File: src/frs_defs.svh
// constants of the floppy read command sequencer
// assumes inclusion by the package and the sequencer module
// Summary of operation
// - invalid opcode: no-op, standby, one result byte status_zero 80h
// - dump result reports sector_count after format, final sector after read/write
// - all transfer commands share parameter and result bytes; opcode bits 0-4 differ
// - implied seek enabled: seek to commanded cylinder before transfer
// - busy bit of addressed drive asserted during implied seek
// - failed seek: error code in status_zero, failing cylinder in result
// - load head, wait settle time, scan ID fields until sector matches
// - after each sector, increment sector number and read next sector
// - terminal count or overrun: stop data, finish sector, check CRC, end
// - sector size is 128 shifted left by size code, codes 0 to 7
// - size zero, short length below 128: send that many, read full sector
// - nonzero size code: short_transfer_length ignored
// - multitrack: run side 0 sector 1 through last sector of side 1
// - head stays loaded until unload interval expires after command
// - two index pulses without match: code 01, no_data_flag, end
// - CRC error: code 01, crc_error_flag; ID CRC sets second_reg_crc_flag
// - cylinder or sector advanced automatically except skip-rule cases
// - read data: deleted mark sets control mark; stop or skip by bypass bit
// - read deleted data: same with the roles of the two marks swapped
// - unchanged result values equal start values; at final sector report 01
`ifndef FRS_DEFS_SVH
`define FRS_DEFS_SVH
`define FRS_OP_READ      5'h06
`define FRS_OP_READ_DEL  5'h0c
`define FRS_OP_WRITE     5'h05
`define FRS_OP_WRITE_DEL 5'h09
`define FRS_OP_VERIFY    5'h16
`define FRS_OP_FORMAT    8'h4d
`define FRS_OP_DUMP      8'h0e
`define FRS_INVALID_ST0  8'h80
`define FRS_ABNORMAL     2'h1
`define FRS_CMD_BYTES    4'd9
`define FRS_DUMP_BYTES   4'd10
`define FRS_RES_BYTES    4'd7
`define FRS_BASE_SIZE    16'h0080
`define FRS_FIRST_SECTOR 8'h01
`define FRS_MS_UNIT_NS   1000000
`define FRS_CLK_NS       50
`endif

File: src/frs_pkg.sv
// types of the floppy read command sequencer
// assumes frs_defs.svh is on the include path
`default_nettype none
`include "frs_defs.svh"
package frs_pkg;
  typedef struct packed {
    logic [7:0] cyl;
    logic [7:0] head;
    logic [7:0] sector;
    logic [7:0] size;
  } frs_addr_type;
  typedef struct packed {
    logic       valid;
    logic       deleted;
    logic       id_crc_bad;
    logic       data_crc_bad;
    frs_addr_type addr;
  } frs_sector_type;
  typedef enum logic [1:0] {FRS_LAST_NONE, FRS_LAST_RW, FRS_LAST_FMT} frs_last_type;
endpackage : frs_pkg
`default_nettype wire

File: src/frs_sequencer.sv
// read-type data transfer command sequencer of a floppy controller
// assumes a byte-wide command/result port, a sector stream from the data separator,
// and drive positioning done by an outside seek engine
`timescale 1ns/100ps
`default_nettype none
`include "frs_defs.svh"
module frs_sequencer #(
  parameter int SETTLE_MS  = 16,
  parameter int UNLOAD_MS  = 240,
  parameter int SETTLE_CYC = SETTLE_MS * (`FRS_MS_UNIT_NS / `FRS_CLK_NS),
  parameter int UNLOAD_CYC = UNLOAD_MS * (`FRS_MS_UNIT_NS / `FRS_CLK_NS)
) (
  // clock and reset
  input  wire logic                  clk_in,
  input  wire logic                  rst_in,
  // host command and result bytes
  input  wire logic                  cmd_valid_in,
  input  wire logic [7:0]            cmd_byte_in,
  output logic                       cmd_ready_out,
  output logic                       res_valid_out,
  output logic [7:0]                 res_byte_out,
  input  wire logic                  res_ack_in,
  input  wire logic                  terminal_count_in,
  input  wire logic                  implied_seek_en_in,
  output logic [3:0]                 drive_busy_out,
  output logic                       busy_out,
  // sector stream from the drive
  input  wire logic                  index_pulse_in,
  input  wire frs_pkg::frs_sector_type id_in,
  input  wire logic                  byte_valid_in,
  input  wire logic [7:0]            byte_in,
  input  wire logic                  sector_end_in,
  input  wire logic                  fifo_ready_in,
  output logic                       fifo_valid_out,
  output logic [7:0]                 fifo_data_out,
  output logic                       head_load_out,
  // seek engine
  output logic                       seek_req_out,
  output logic [7:0]                 seek_cyl_out,
  input  wire logic                  seek_done_in,
  input  wire logic                  seek_fail_in,
  input  wire logic [7:0]            seek_at_cyl_in
);
  import frs_pkg::*;
  typedef enum logic [2:0] {S_IDLE, S_CMD, S_SEEK, S_SETTLE, S_SCAN, S_DATA, S_RES}
    frs_state_type;
  frs_state_type state_reg;
  logic [7:0]   par_reg [0:8];
  logic [3:0]   cnt_reg;
  logic [3:0]   res_len_reg;
  frs_addr_type addr_reg;
  logic [7:0]   st0_reg;
  logic [7:0]   st1_reg;
  logic [7:0]   st2_reg;
  logic [1:0]   idx_reg;
  logic [15:0]  byte_cnt_reg;
  logic         tc_reg;
  logic         stop_reg;
  logic         skip_reg;
  logic [31:0]  timer_reg;
  logic [31:0]  unload_reg;
  frs_last_type last_reg;
  logic [7:0]   fifo_data_reg;
  logic         fifo_valid_reg;
  logic [7:0]   res_mux;
  logic [15:0]  xfer_len;
  logic         is_del_cmd;
  logic         mark_bad;
  logic         at_eot;
  logic         bypass;

  // low five opcode bits pick the transfer type; the upper bits are option flags
  function automatic logic is_transfer(input logic [7:0] b);
    return b[4:0] == `FRS_OP_READ || b[4:0] == `FRS_OP_READ_DEL ||
           b[4:0] == `FRS_OP_WRITE || b[4:0] == `FRS_OP_WRITE_DEL ||
           b[4:0] == `FRS_OP_VERIFY;
  endfunction : is_transfer

  assign is_del_cmd = par_reg[0][4:0] == `FRS_OP_READ_DEL;
  assign bypass     = par_reg[0][5];
  assign mark_bad   = id_in.deleted ^ is_del_cmd;
  assign xfer_len   = (par_reg[5] == 8'h00 && par_reg[8] < 8'h80) ? {8'h00, par_reg[8]}
                    : 16'(`FRS_BASE_SIZE << par_reg[5][2:0]);
  assign at_eot     = addr_reg.sector == par_reg[6];
  assign cmd_ready_out  = state_reg == S_IDLE || state_reg == S_CMD;
  assign res_valid_out  = state_reg == S_RES;
  assign busy_out       = state_reg != S_IDLE;
  assign fifo_valid_out = fifo_valid_reg;
  assign fifo_data_out  = fifo_data_reg;
  assign seek_req_out   = state_reg == S_SEEK;
  assign seek_cyl_out   = par_reg[2];
  assign head_load_out  = unload_reg != 32'h0 || (state_reg != S_IDLE && state_reg != S_RES
                          && state_reg != S_CMD);

  // busy bit of the addressed drive during the implied seek
  always_comb begin
    drive_busy_out = 4'h0;
    if (state_reg == S_SEEK) begin
      drive_busy_out[par_reg[1][1:0]] = 1'b1;
    end
  end

  always_comb begin
    case (cnt_reg)
      4'd0:    res_mux = st0_reg;
      4'd1:    res_mux = st1_reg;
      4'd2:    res_mux = st2_reg;
      4'd3:    res_mux = addr_reg.cyl;
      4'd4:    res_mux = addr_reg.head;
      4'd5:    res_mux = addr_reg.sector;
      4'd6:    res_mux = addr_reg.size;
      default: res_mux = 8'h00;
    endcase
    if (res_len_reg == `FRS_DUMP_BYTES) begin
      // sector count after format, final sector after read or write
      res_mux = (cnt_reg == 4'd6) ? ((last_reg == FRS_LAST_FMT) ? par_reg[7] : par_reg[6])
                                  : 8'h00;
    end
    res_byte_out = res_mux;
  end

  // head unload interval after a command
  always_ff @(posedge clk_in or posedge rst_in) begin
    if (rst_in) begin
      unload_reg <= 32'h0;
    end else if (state_reg == S_RES && res_len_reg == `FRS_RES_BYTES) begin
      // only a transfer result keeps the head loaded; invalid codes and dumps stay in standby
      unload_reg <= 32'(UNLOAD_CYC);
    end else if (unload_reg != 32'h0 && state_reg == S_IDLE) begin
      unload_reg <= unload_reg - 32'h1;
    end
  end

  always_ff @(posedge clk_in or posedge rst_in) begin
    if (rst_in) begin
      state_reg      <= S_IDLE;
      cnt_reg        <= 4'h0;
      res_len_reg    <= 4'h0;
      addr_reg       <= '0;
      st0_reg        <= 8'h00;
      st1_reg        <= 8'h00;
      st2_reg        <= 8'h00;
      idx_reg        <= 2'h0;
      byte_cnt_reg   <= 16'h0;
      tc_reg         <= 1'b0;
      stop_reg       <= 1'b0;
      skip_reg       <= 1'b0;
      timer_reg      <= 32'h0;
      last_reg       <= FRS_LAST_NONE;
      fifo_valid_reg <= 1'b0;
      fifo_data_reg  <= 8'h00;
      for (int i = 0; i < 9; i++) begin
        par_reg[i] <= 8'h00;
      end
    end else begin
      fifo_valid_reg <= 1'b0;
      case (state_reg)
        S_IDLE: begin
          if (cmd_valid_in) begin
            par_reg[0] <= cmd_byte_in;
            cnt_reg    <= 4'h1;
            // a register dump answers from stored parameters without an execution phase
            if (cmd_byte_in == `FRS_OP_DUMP) begin
              cnt_reg     <= 4'h0;
              res_len_reg <= `FRS_DUMP_BYTES;
              state_reg   <= S_RES;
            end else if (is_transfer(cmd_byte_in)) begin
              state_reg <= S_CMD;
              if (cmd_byte_in[4:0] != `FRS_OP_VERIFY && cmd_byte_in[3:0] != 4'hd) begin
                last_reg <= FRS_LAST_RW;
              end
            end else begin
              if (cmd_byte_in == `FRS_OP_FORMAT) begin
                last_reg <= FRS_LAST_FMT;
              end
              st0_reg     <= `FRS_INVALID_ST0;
              cnt_reg     <= 4'h0;
              res_len_reg <= 4'h1;
              state_reg   <= S_RES;
            end
          end
        end
        S_CMD: begin
          if (cmd_valid_in) begin
            par_reg[cnt_reg] <= cmd_byte_in;
            cnt_reg          <= cnt_reg + 4'h1;
            // last parameter byte: seed the result registers from the command
            if (cnt_reg == `FRS_CMD_BYTES - 4'h1) begin
              st0_reg  <= {6'h00, par_reg[1][1:0]};
              st1_reg  <= 8'h00;
              st2_reg  <= 8'h00;
              addr_reg <= {par_reg[2], par_reg[3], par_reg[4], par_reg[5]};
              tc_reg   <= 1'b0;
              idx_reg  <= 2'h0;
              state_reg <= implied_seek_en_in ? S_SEEK : S_SETTLE;
              // settling is skipped while the head is still loaded from the last command
              timer_reg <= (unload_reg != 32'h0) ? 32'h0 : 32'(SETTLE_CYC);
            end
          end
        end
        S_SEEK: begin
          if (seek_fail_in) begin
            st0_reg[7:6]  <= `FRS_ABNORMAL;
            st0_reg[4]    <= 1'b1;
            addr_reg.cyl  <= seek_at_cyl_in;
            cnt_reg       <= 4'h0;
            res_len_reg   <= `FRS_RES_BYTES;
            state_reg     <= S_RES;
          end else if (seek_done_in) begin
            state_reg <= S_SETTLE;
          end
        end
        S_SETTLE: begin
          if (timer_reg == 32'h0) begin
            state_reg <= S_SCAN;
          end else begin
            timer_reg <= timer_reg - 32'h1;
          end
        end
        S_SCAN: begin
          if (index_pulse_in) begin
            idx_reg <= idx_reg + 2'h1;
          end
          // second index pulse without a matching ID ends the search
          if (index_pulse_in && idx_reg == 2'h1) begin
            st0_reg[7:6] <= `FRS_ABNORMAL;
            st1_reg[2]   <= 1'b1;
            cnt_reg      <= 4'h0;
            res_len_reg  <= `FRS_RES_BYTES;
            state_reg    <= S_RES;
          end else if (id_in.valid && id_in.id_crc_bad) begin
            st0_reg[7:6] <= `FRS_ABNORMAL;
            st1_reg[5]   <= 1'b1;
            st2_reg[5]   <= 1'b1;
            cnt_reg      <= 4'h0;
            res_len_reg  <= `FRS_RES_BYTES;
            state_reg    <= S_RES;
          end else if (id_in.valid && id_in.addr == addr_reg) begin
            idx_reg      <= 2'h0;
            byte_cnt_reg <= 16'h0;
            stop_reg     <= mark_bad && !bypass;
            skip_reg     <= mark_bad && bypass;
            if (mark_bad) begin
              st2_reg[6] <= 1'b1;
            end
            state_reg <= S_DATA;
          end
        end
        S_DATA: begin
          // a byte with no room in the fifo, unless the sector is skipped, is an overrun and acts as a terminal count
          if (terminal_count_in || (byte_valid_in && !fifo_ready_in && !skip_reg)) begin
            tc_reg <= 1'b1;
          end
          if (byte_valid_in) begin
            byte_cnt_reg <= byte_cnt_reg + 16'h1;
            if (!skip_reg && !tc_reg && !terminal_count_in && fifo_ready_in
                && byte_cnt_reg < xfer_len) begin
              fifo_valid_reg <= 1'b1;
              fifo_data_reg  <= byte_in;
            end
          end
          if (sector_end_in) begin
            cnt_reg     <= 4'h0;
            res_len_reg <= `FRS_RES_BYTES;
            if (id_in.data_crc_bad) begin
              st0_reg[7:6] <= `FRS_ABNORMAL;
              st1_reg[5]   <= 1'b1;
              state_reg    <= S_RES;
            end else if (stop_reg) begin
              state_reg <= S_RES; // address left as is
            end else if (at_eot && par_reg[0][7] && addr_reg.head[0] == 1'b0) begin
              addr_reg.head   <= addr_reg.head ^ 8'h01;
              addr_reg.sector <= `FRS_FIRST_SECTOR;
              state_reg       <= (tc_reg || terminal_count_in) ? S_RES : S_SCAN;
            end else if (at_eot) begin
              addr_reg.cyl    <= addr_reg.cyl + 8'h01;
              addr_reg.sector <= `FRS_FIRST_SECTOR;
              if (par_reg[0][7]) begin
                addr_reg.head <= addr_reg.head ^ 8'h01;
              end
              state_reg <= S_RES;
            end else begin
              addr_reg.sector <= addr_reg.sector + 8'h01;
              state_reg <= (tc_reg || terminal_count_in) ? S_RES : S_SCAN;
            end
          end
        end
        S_RES: begin
          if (res_ack_in) begin
            cnt_reg <= cnt_reg + 4'h1;
            if (cnt_reg == res_len_reg - 4'h1) begin
              state_reg <= S_IDLE;
            end
          end
        end
        default: state_reg <= S_IDLE;
      endcase
    end
  end
endmodule : frs_sequencer
`default_nettype wire

File: config.mk
export PLATFORM = sky130hd
export DESIGN_NAME = frs_sequencer
export DESIGN_NICKNAME = d
export VERILOG_FILES = /design/src/frs_pkg.sv /design/src/frs_sequencer.sv
export VERILOG_INCLUDE_DIRS = /design/src
export SDC_FILE = /design/constraint.sdc
export NUM_CORES = 1
export LEC_CHECK = 0
export BUFFER_PORTS_ARGS = -buffer_cell sky130_fd_sc_hd__buf_2
export CAP_MARGIN = 10
export CORE_MARGIN = 4
export CORE_UTILIZATION = 55
export CTS_CLUSTER_DIAMETER = 30
export DETAILED_ROUTE_END_ITERATION = 12
export GPL_ROUTABILITY_DRIVEN = 1
export PLACE_DENSITY_LB_ADDON = 0.25
export SKIP_CTS_REPAIR_TIMING = 1
export SLEW_MARGIN = 10
export SYNTH_ARGS = -nofsm -noshare
export SYNTH_HDL_FRONTEND = slang
export SYNTH_SLANG_ARGS = --single-unit
File: constraint.sdc
create_clock -name clk_in -period 8.7 [get_ports clk_in]
set_clock_uncertainty 0.05 [all_clocks]
set_input_delay 0.435 -clock clk_in [delete_from_list [all_inputs] [get_ports clk_in]]
set_output_delay 0.435 -clock clk_in [all_outputs]
set_load 0.01 [all_outputs]
==> results of run 1 <==
==> power by group through the flow <==
stage | logic, mW | clock network, mW | registers, mW
global placement | 0.959 | 0 | 1.38
global route | 1.11 | 1.91 | 1.40
floorplan | 0.774 | 0 | 1.30
detailed placement | 0.985 | 0 | 1.38
CTS | 0.993 | 1.86 | 1.37
finish | 0.997 | 1.84 | 1.38
==> area by class of cell <==
class | instances | area [um2] | share of cell area
clock buffer | 52 | 1230 | 0.0866
clock inverter | 34 | 425 | 0.0298
inverter | 45 | 176 | 0.0124
multi-input combinational | 921 | 6140 | 0.431
sequential | 213 | 5330 | 0.374
tap | 275 | 344 | 0.0241
timing repair buffer | 116 | 608 | 0.0426
==> cell usage after synthesis (all sizes together) (5+ instances only) <==
cell,number,share of area
a2111oi,6,0.0049
a211oi,8,0.0050
a21o,7,0.0044
a21oi,33,0.014
a221oi,12,0.0088
a222oi,6,0.0050
a22oi,5,0.0031
a31oi,8,0.0042
a32oi,5,0.0037
and3,14,0.0073
buf,16,0.0084
clkbuf,56,0.018
dfrtp,213,0.45
ha,27,0.028
inv,45,0.014
mux2,57,0.054
mux2i,27,0.023
nand2,157,0.049
nand2b,10,0.0052
nand3,43,0.018
nand3b,8,0.0050
nand4,16,0.0084
nand4b,5,0.0037
nor2,102,0.032
nor2b,9,0.0047
nor3,45,0.022
nor3b,7,0.0048
nor4,24,0.013
o211ai,7,0.0044
o21ai,54,0.023
o22ai,12,0.0063
o2bb2ai,7,0.0051
o31ai,8,0.0054
or2,6,0.0031
or3,17,0.0093
or4,16,0.011
xnor2,50,0.037
xor2,55,0.040
==> critical path, delay by kind of cell, from the launching register on <==
kind,cells,cell delay [ns]
buffers and inverters,2,0.48
flip-flops,1,0.43
AND/OR/NAND/NOR,3,1.48
AO/OA/AOI/OAI,1,0.11
==> routing by layer <==
layer | routed length, um | share of wire
met2 | 15000 | 0.46
met5 | 8 | 0.00024
met3 | 2780 | 0.085
met4 | 1040 | 0.032
met1 | 13900 | 0.42
==> path summary, 6_finish.rpt <==
| path | startpoint | endpoint | cells after the start |
|---|---|---|---|
| worst max-delay path | unload_reg[3] | head_load_out | 6 |
| worst min-delay path | rst_in | fifo_data_out[0] | 2 |
| worst max register to register | par_reg[27] | fifo_data_out[2] | 9 |
| worst min register to register | last_reg[1] | last_reg[1] | 1 |
| max in group asynchronous | rst_in | byte_cnt_reg[15] | 3 |
| min in group clk_in | byte_in[0] | fifo_data_out[0] | 2 |
==> cell families after synthesis <==
kind of cell	share of synthesized area
AND/OR/NAND/NOR	0.212
multiplexers	0.0764
XOR/XNOR	0.0789
buffers and inverters	0.0402
AO/OA/AOI/OAI	0.118
flip-flops	0.446
adder cells (fa/ha/maj)	0.0283
==> layout by cell type (no fill, tap or decap), types with 33 or more instances in the layout <==
cell type / count
sky130_fd_sc_hd__dfrtp_1: 213
sky130_fd_sc_hd__nand2_1: 157
sky130_fd_sc_hd__buf_2: 105
sky130_fd_sc_hd__nor2_1: 102
sky130_fd_sc_hd__mux2_2: 57
sky130_fd_sc_hd__xor2_1: 55
sky130_fd_sc_hd__o21ai_0: 53
sky130_fd_sc_hd__xnor2_1: 50
sky130_fd_sc_hd__clkbuf_16: 47
sky130_fd_sc_hd__inv_1: 43
sky130_fd_sc_hd__nand3_1: 42
sky130_fd_sc_hd__nor3_1: 40
sky130_fd_sc_hd__a21oi_1: 33
==> metrics by stage <==
stage / instances / cell area (um2)
after floorplan: 1251 / 11900
after global placement: 1570 / 12600
after detailed placement: 1570 / 12600
after CTS: 1656 / 14300
after global routing: 1656 / 14300
final: 1656 / 14300
==> results by group, run 1 <==
Logic synthesis
  – Netlist cell types: 78
  – Synthesized flop and latch total: 213
  – Mean post-synth cell area: 9.55 um2
  – Synth async-reset ratio: 1.00
  – Synth Flop Type: sky130_fd_sc_hd__dfrtp_1
  – Synth Cell Area: 0.0119 mm2
  – Part of the Yosys area used for sequential elements: 0.446
  – Synthesized net count: 1350
  – Mapped Cells: 1251
  – Number of enable flip-flop cells after synthesis: 0
  – Total of warnings raised by yosys: 0

Detailed routing
  – Violation count after the first detailed-routing iteration: 925
  – Total length of routed wires: 32700 um
  – Number of vias after detailed routing: 10100
  – Via/cell ratio: 6.09
  – Remaining number of nets flagged by the antenna check after routing: 0
  – TritonRoute pass-1 iters: 5
  – Final routed DRC violation total: 0
  – Routed wire per std cell: 19.8 um

Finish
  – Number of diodes: 0
  – Number of flip-flops in the largest register: 56
  – Filler Cells Inserted: 1645
  – Post-layout net count: 1443
  – Core Util, Final: 0.672
  – Area delta synth->final: 19.4%
  – Share of cells above drive strength 1: 0.209

Timing
  – Headroom to the max-slew limit: 0.213
  – Tightest Pin Transition: 1.18 ns
  – Unrepaired setup endpoints after global routing: no
  – Slew Limit Fails: 0
  – Maximum achievable frequency: 285 MHz
  – Post-Route Hold Slack: 0.0332 ns
  – Setup Total Neg Slack: 0 ns
  – Hold Violations, Final: 0
  – Final Setup Violations: 0
  – Worst path setup slack after routing: 5.19 ns
  – Post-layout min period: 3.51 ns
  – Crit share post-route: 0.403

Setup path
  – Flop-to-flop setup slack: 5.20 ns
  – Startpoint-to-endpoint class of the critical path: register to output port
  – Cell breakdown of the critical path: or4_4 > or3_1 > nor3_2 > buf_4 > o211ai_1 > buf_2
  – Endpoint type of the worst setup path: output port
  – Cell with the biggest individual delay on the critical path: sky130_fd_sc_hd__or4_4
  – Worst-path fanout max: 16
  – Critical path startpoint category: register
  – Data required time of the critical path: 8.22 ns
  – Largest stage delay on the critical path: 0.59 ns
  – Arrival time at the worst endpoint: 3.02 ns

CTS
  – Num CTS Buffers: 47
  – Clock transition at path regs: 0.05 ns
  – Max Root-Sink Buffers: 3
  – Source-to-sink clock delay at the later pin of the worst-skew pair: 0.53 ns
  – TritonCTS clock tree: yes
  – Root cell of the clock tree: sky130_fd_sc_hd__clkbuf_16
  – Number of levels the H-tree was split into: 2
  – Sinks on the clock net: 213

Die
  – Die height: 155 um
  – Core area: 0.0212 mm2
  – Die footprint: 0.0241 mm2
  – Number of core rows: 53
  – Floorplan die width: 155 um
  – Starting utilization of the core area: 0.563
  – Number of placed I/O pins: 106

Placement
  – GPL Wtd Cong: 0.946
  – Worst slack, placed: 5.24 ns
  – DPL Wire Length: 22400 um
  – I/O Buffers: 105

GRT
  – Met3 track demand over resource: 0.0601
  – Maximum number of pins on one net before global-route repair: 117
  – Gr usage total: 0.270
  – Met2 track demand over resource in global routing: 0.419
  – First-pass GRT wire length: 52600 um
  – Initial antenna violation count: 1
  – Number of global-route vias before repair: 10000
  – Global Route met1 Usage: 0.377
  – GRT overflow: 0
  – Busiest metal layer after global routing: met2

Power and ir drop
  – Cell leakage power: 6.64 nW
  – Max VDD drop: 0.185 mV
  – Power, Total: 4.21 mW
  – Net switching fraction of the power: 0.332
  – Pwr per Cell Area: 295 mW/mm2
  – Register share of total power: 0.327
  – Combinational group share of total power: 0.237
  – Cell Int Power: 2.82 mW
  – Power dissipated by switching net loads: 1.40 mW
  – Clock group share of total power: 0.436

Min path
  – Class of the worst hold path: input pin to asynchronous set/reset pin

Status
  – Run status: completed

Flow run
  – Max-capacitance violation count: 0
Note: power is estimated with default switching activity, not from simulation.
==> inputs of run 2 (changes only) <==
==> constraint.sdc (replaced) <==
create_clock -name clk_in -period 3.3 [get_ports clk_in]
set_clock_uncertainty 0.05 [all_clocks]
set_input_delay 0.165 -clock clk_in [delete_from_list [all_inputs] [get_ports clk_in]]
set_output_delay 0.165 -clock clk_in [all_outputs]
set_load 0.01 [all_outputs]
==> run 2 against run 1 <==
  * The flow now finishes with violations (hold timing, setup timing)
  * Global-route usage rose by 0.71 points
  * Power increased to 2.7 times the previous value
  * Highest routed layer is now met4
  * Final cell count is 3.6% higher
  * First-iteration DRC count grew 0.43%
  * Design area grew 4.4%
  * Critical endpoint is now fifo_data_out[1]
  * Register-to-register slack worse by 5.2 ns
  * Clock-buffer cell count rose by 17
  * Combinational power grew to 3.0 times the previous value
  * Sequential power increased to 2.6 times the previous value
  * Hold slack lost 0.040 ns
  * Critical path depth up 5
==> results by group, run 2 (synthesis results as in run 1) <==
Finish
  – Area delta synth->final: 24.7%
  – Number of diodes: 0 (unchanged)
  – Commonest cells after routing, fill and taps aside: sky130_fd_sc_hd__dfrtp_1 (213), sky130_fd_sc_hd__nand2_1 (155), sky130_fd_sc_hd__buf_2 (105), sky130_fd_sc_hd__nor2_1 (102), sky130_fd_sc_hd__xor2_1 (55)
  – Core Util, Final: 0.702 (+0.0294)
  – Filler Cells Inserted: 1634 (-0.67%)
  – Most frequent standard cell in the layout excluding fill and tap cells: sky130_fd_sc_hd__dfrtp_1
  – Multi-input gate area: 0.00623 mm2 (+1.5%)
  – Non-filler instance count after layout: 1716 (+3.6%)
  – Register cell area after layout: 0.00533 mm2 (unchanged)
  – Number of flip-flops in the largest register: 56 (unchanged)
  – Share of cells above drive strength 1: 0.227 (+0.0184)
  – Post-layout net count: 1501 (+4.0%)
  – Area of all placed cells without fillers: 0.0149 mm2 (+4.4%)

Die
  – Die footprint: 0.0241 mm2 (unchanged)
  – Core area: 0.0212 mm2 (unchanged)
  – Starting utilization of the core area: 0.563 (unchanged)
  – Number of placed I/O pins: 106 (unchanged)
  – Die height: 155 um (unchanged)
  – Floorplan die width: 155 um (unchanged)
  – Number of core rows: 53 (unchanged)

GRT
  – Maximum number of pins on one net before global-route repair: 118 (+0.85%)
  – First-pass GRT wire length: 54200 um (+3.1%)
  – GRT overflow: 0 (unchanged)
  – Gr usage total: 0.277 (+0.00713)
  – Initial antenna violation count: 0 (-1)
  – Number of global-route vias before repair: 10300 (+2.8%)

Setup path
  – Critical R2R Launch: par_reg[31]
  – Data required time of the critical path: 3.66 ns (-4.56 ns)
  – Cell breakdown of the critical path: or4_4 > nor4b_4 > buf_4 > nand2_2 > ha_4 > o211ai_1 > a31oi_2 > a2111oi_4 > o31ai_4 > buf_6 > mux2_4
  – Cell family contributing the most delay on the critical path: simple AND/OR/NAND/NOR gates
  – Arrival time at the worst endpoint: 3.68 ns (+0.66 ns)
  – Flop-to-flop setup slack: -0.02 ns (-5.22 ns)
  – Endpoint type of the worst setup path: register
  – Count of cells along the worst register-to-register path: 11 (+2)
  – Reg-to-reg endpoint: fifo_data_out[1]
  – Critical path startpoint category: register
  – Worst path bufs/invs: 2 (unchanged)
  – Startpoint-to-endpoint class of the critical path: register to register
  – Largest stage delay on the critical path: 0.57 ns (-0.02 ns)
  – Cell with the biggest individual delay on the critical path: sky130_fd_sc_hd__or4_4
  – Worst-path fanout max: 5 (-11)

Min path
  – Hold Startpoint: seek_at_cyl_in[3]
  – Worst hold path cell count: 3
  – Min-Delay Endpoint: addr_reg[27]
  – Class of the worst hold path: input pin to register

Power and ir drop
  – Clock group share of total power: 0.428 (-0.008)
  – Combinational group share of total power: 0.257 (+0.020)
  – Net switching fraction of the power: 0.327 (-0.00520)
  – Pwr per Cell Area: 771 mW/mm2 (+160%)
  – Register share of total power: 0.315 (-0.012)
  – Max VDD drop: 0.481 mV (+160%)
  – Cell leakage power: 6.97 nW (+5.0%)
  – Power, Total: 11.5 mW (+170%)
  – Cell Int Power: 7.73 mW (+170%)
  – Power dissipated by switching net loads: 3.75 mW (+170%)

Detailed routing
  – Remaining number of nets flagged by the antenna check after routing: 0 (unchanged)
  – Via/cell ratio: 6.06 (-0.41%)
  – Violation count after the first detailed-routing iteration: 929 (+0.43%)
  – TritonRoute pass-1 iters: 5 (unchanged)
  – Routed wire per std cell: 20.0 um (+0.95%)
  – Number of vias after detailed routing: 10400 (+3.2%)
  – Total length of routed wires: 34300 um (+4.6%)
  – Final routed DRC violation total: 0 (unchanged)

Timing
  – Setup Total Neg Slack: -0.0666 ns (-0.0666 ns)
  – Tightest Pin Transition: 0.919 ns (-0.259 ns)
  – Post-Route Hold Slack: -0.00720 ns (-0.0405 ns)
  – Hold Violations, Final: 2 (+2)
  – Slew Limit Fails: 0 (unchanged)
  – Final Setup Violations: 4 (+4)
  – Crit share post-route: 1.01
  – Worst path setup slack after routing: -0.0234 ns (-5.22 ns)
  – Post-layout min period: 3.32 ns
  – Maximum achievable frequency: 301 MHz
  – Headroom to the max-slew limit: 0.383 (+0.170)

CTS
  – TritonCTS clock tree: yes
  – Source-to-sink clock delay at the later pin of the worst-skew pair: 0.54 ns (about the same)
  – Sinks on the clock net: 213 (unchanged)
  – Number of levels the H-tree was split into: 2 (unchanged)
  – Max Root-Sink Buffers: 3 (unchanged)
  – Num CTS Buffers: 49 (+4.3%)
  – Clock transition at path regs: 0.05 ns (about the same)
  – Root cell of the clock tree: sky130_fd_sc_hd__clkbuf_16

Status
  – Run status: complete, but fails checks
  – Violated checks: hold timing, setup timing

Placement
  – Placed Area: 0.0128 mm2 (+1.9%)
  – Placed Cells: 1601 (+2.0%)
  – GPL Wtd Cong: 0.931 (-1.6%)
  – Worst slack, placed: 0.0379 ns (-5.21 ns)
  – DPL Wire Length: 22900 um (+2.3%)
  – I/O Buffers: 105 (unchanged)

Flow run
  – Max-capacitance violation count: 0 (unchanged)
run 2: cell types whose count changed in the layout (fill, tap and decap cells not counted), moves of 7 or more:
cell,change
sky130_fd_sc_hd__buf_4,+31
sky130_fd_sc_hd__clkbuf_8,+7
sky130_fd_sc_hd__clkinv_2,+7
sky130_fd_sc_hd__inv_6,-8
sky130_fd_sc_hd__dlygate4sd3_1,+22
run 2: area by class of cell:
cell class / count / share of cell area
clock buffers: 69 / 0.0977
repair buffers: 172 / 0.0741
well taps: 275 / 0.0231
multi-input cells: 921 / 0.419
flip-flops and latches: 213 / 0.358
inverters: 45 / 0.0116
clock inverters: 21 / 0.0166
run 2: power by group through the flow:
stage	sequential (mW)	clock, mW	combinational [mW]
finish	3.61	4.92	2.95
global route	3.68	5.11	3.26
CTS	3.59	4.96	2.83
detailed placement	3.62	0	2.78
global placement	3.60	0	2.70
floorplan	3.43	0	2.04
run 2: worst max path at each step:
stage,start,endpoint,cells after the start
2_1_floorplan,par_reg[27],fifo_data_out[0],9
3_3_place_gp,par_reg[27],fifo_data_out[5],11
3_5_place_dp,par_reg[27],fifo_data_out[1],11
4_1_cts,par_reg[27],fifo_data_out[1],11
5_1_grt,par_reg[31],fifo_data_out[1],11
6_report,par_reg[31],fifo_data_out[1],11
run 2: worst register-to-register path, delay by kind of cell, from the launching register on:
kind / cells / cell delay (ns)
compound gates: 4 / 0.91
fa+ha+maj: 1 / 0.24
buf+inv: 2 / 0.34
flops: 1 / 0.40
mux: 1 / 0.30
simple gates: 3 / 0.96
run 2: routing by layer:
layer  routed length [um]  GRT usage  share of wire
met1                14300      0.381           0.42
met2                16200      0.432           0.47
met3                 2770     0.0631          0.081
met4                 1020      0.103          0.030
met5                    0          0              0
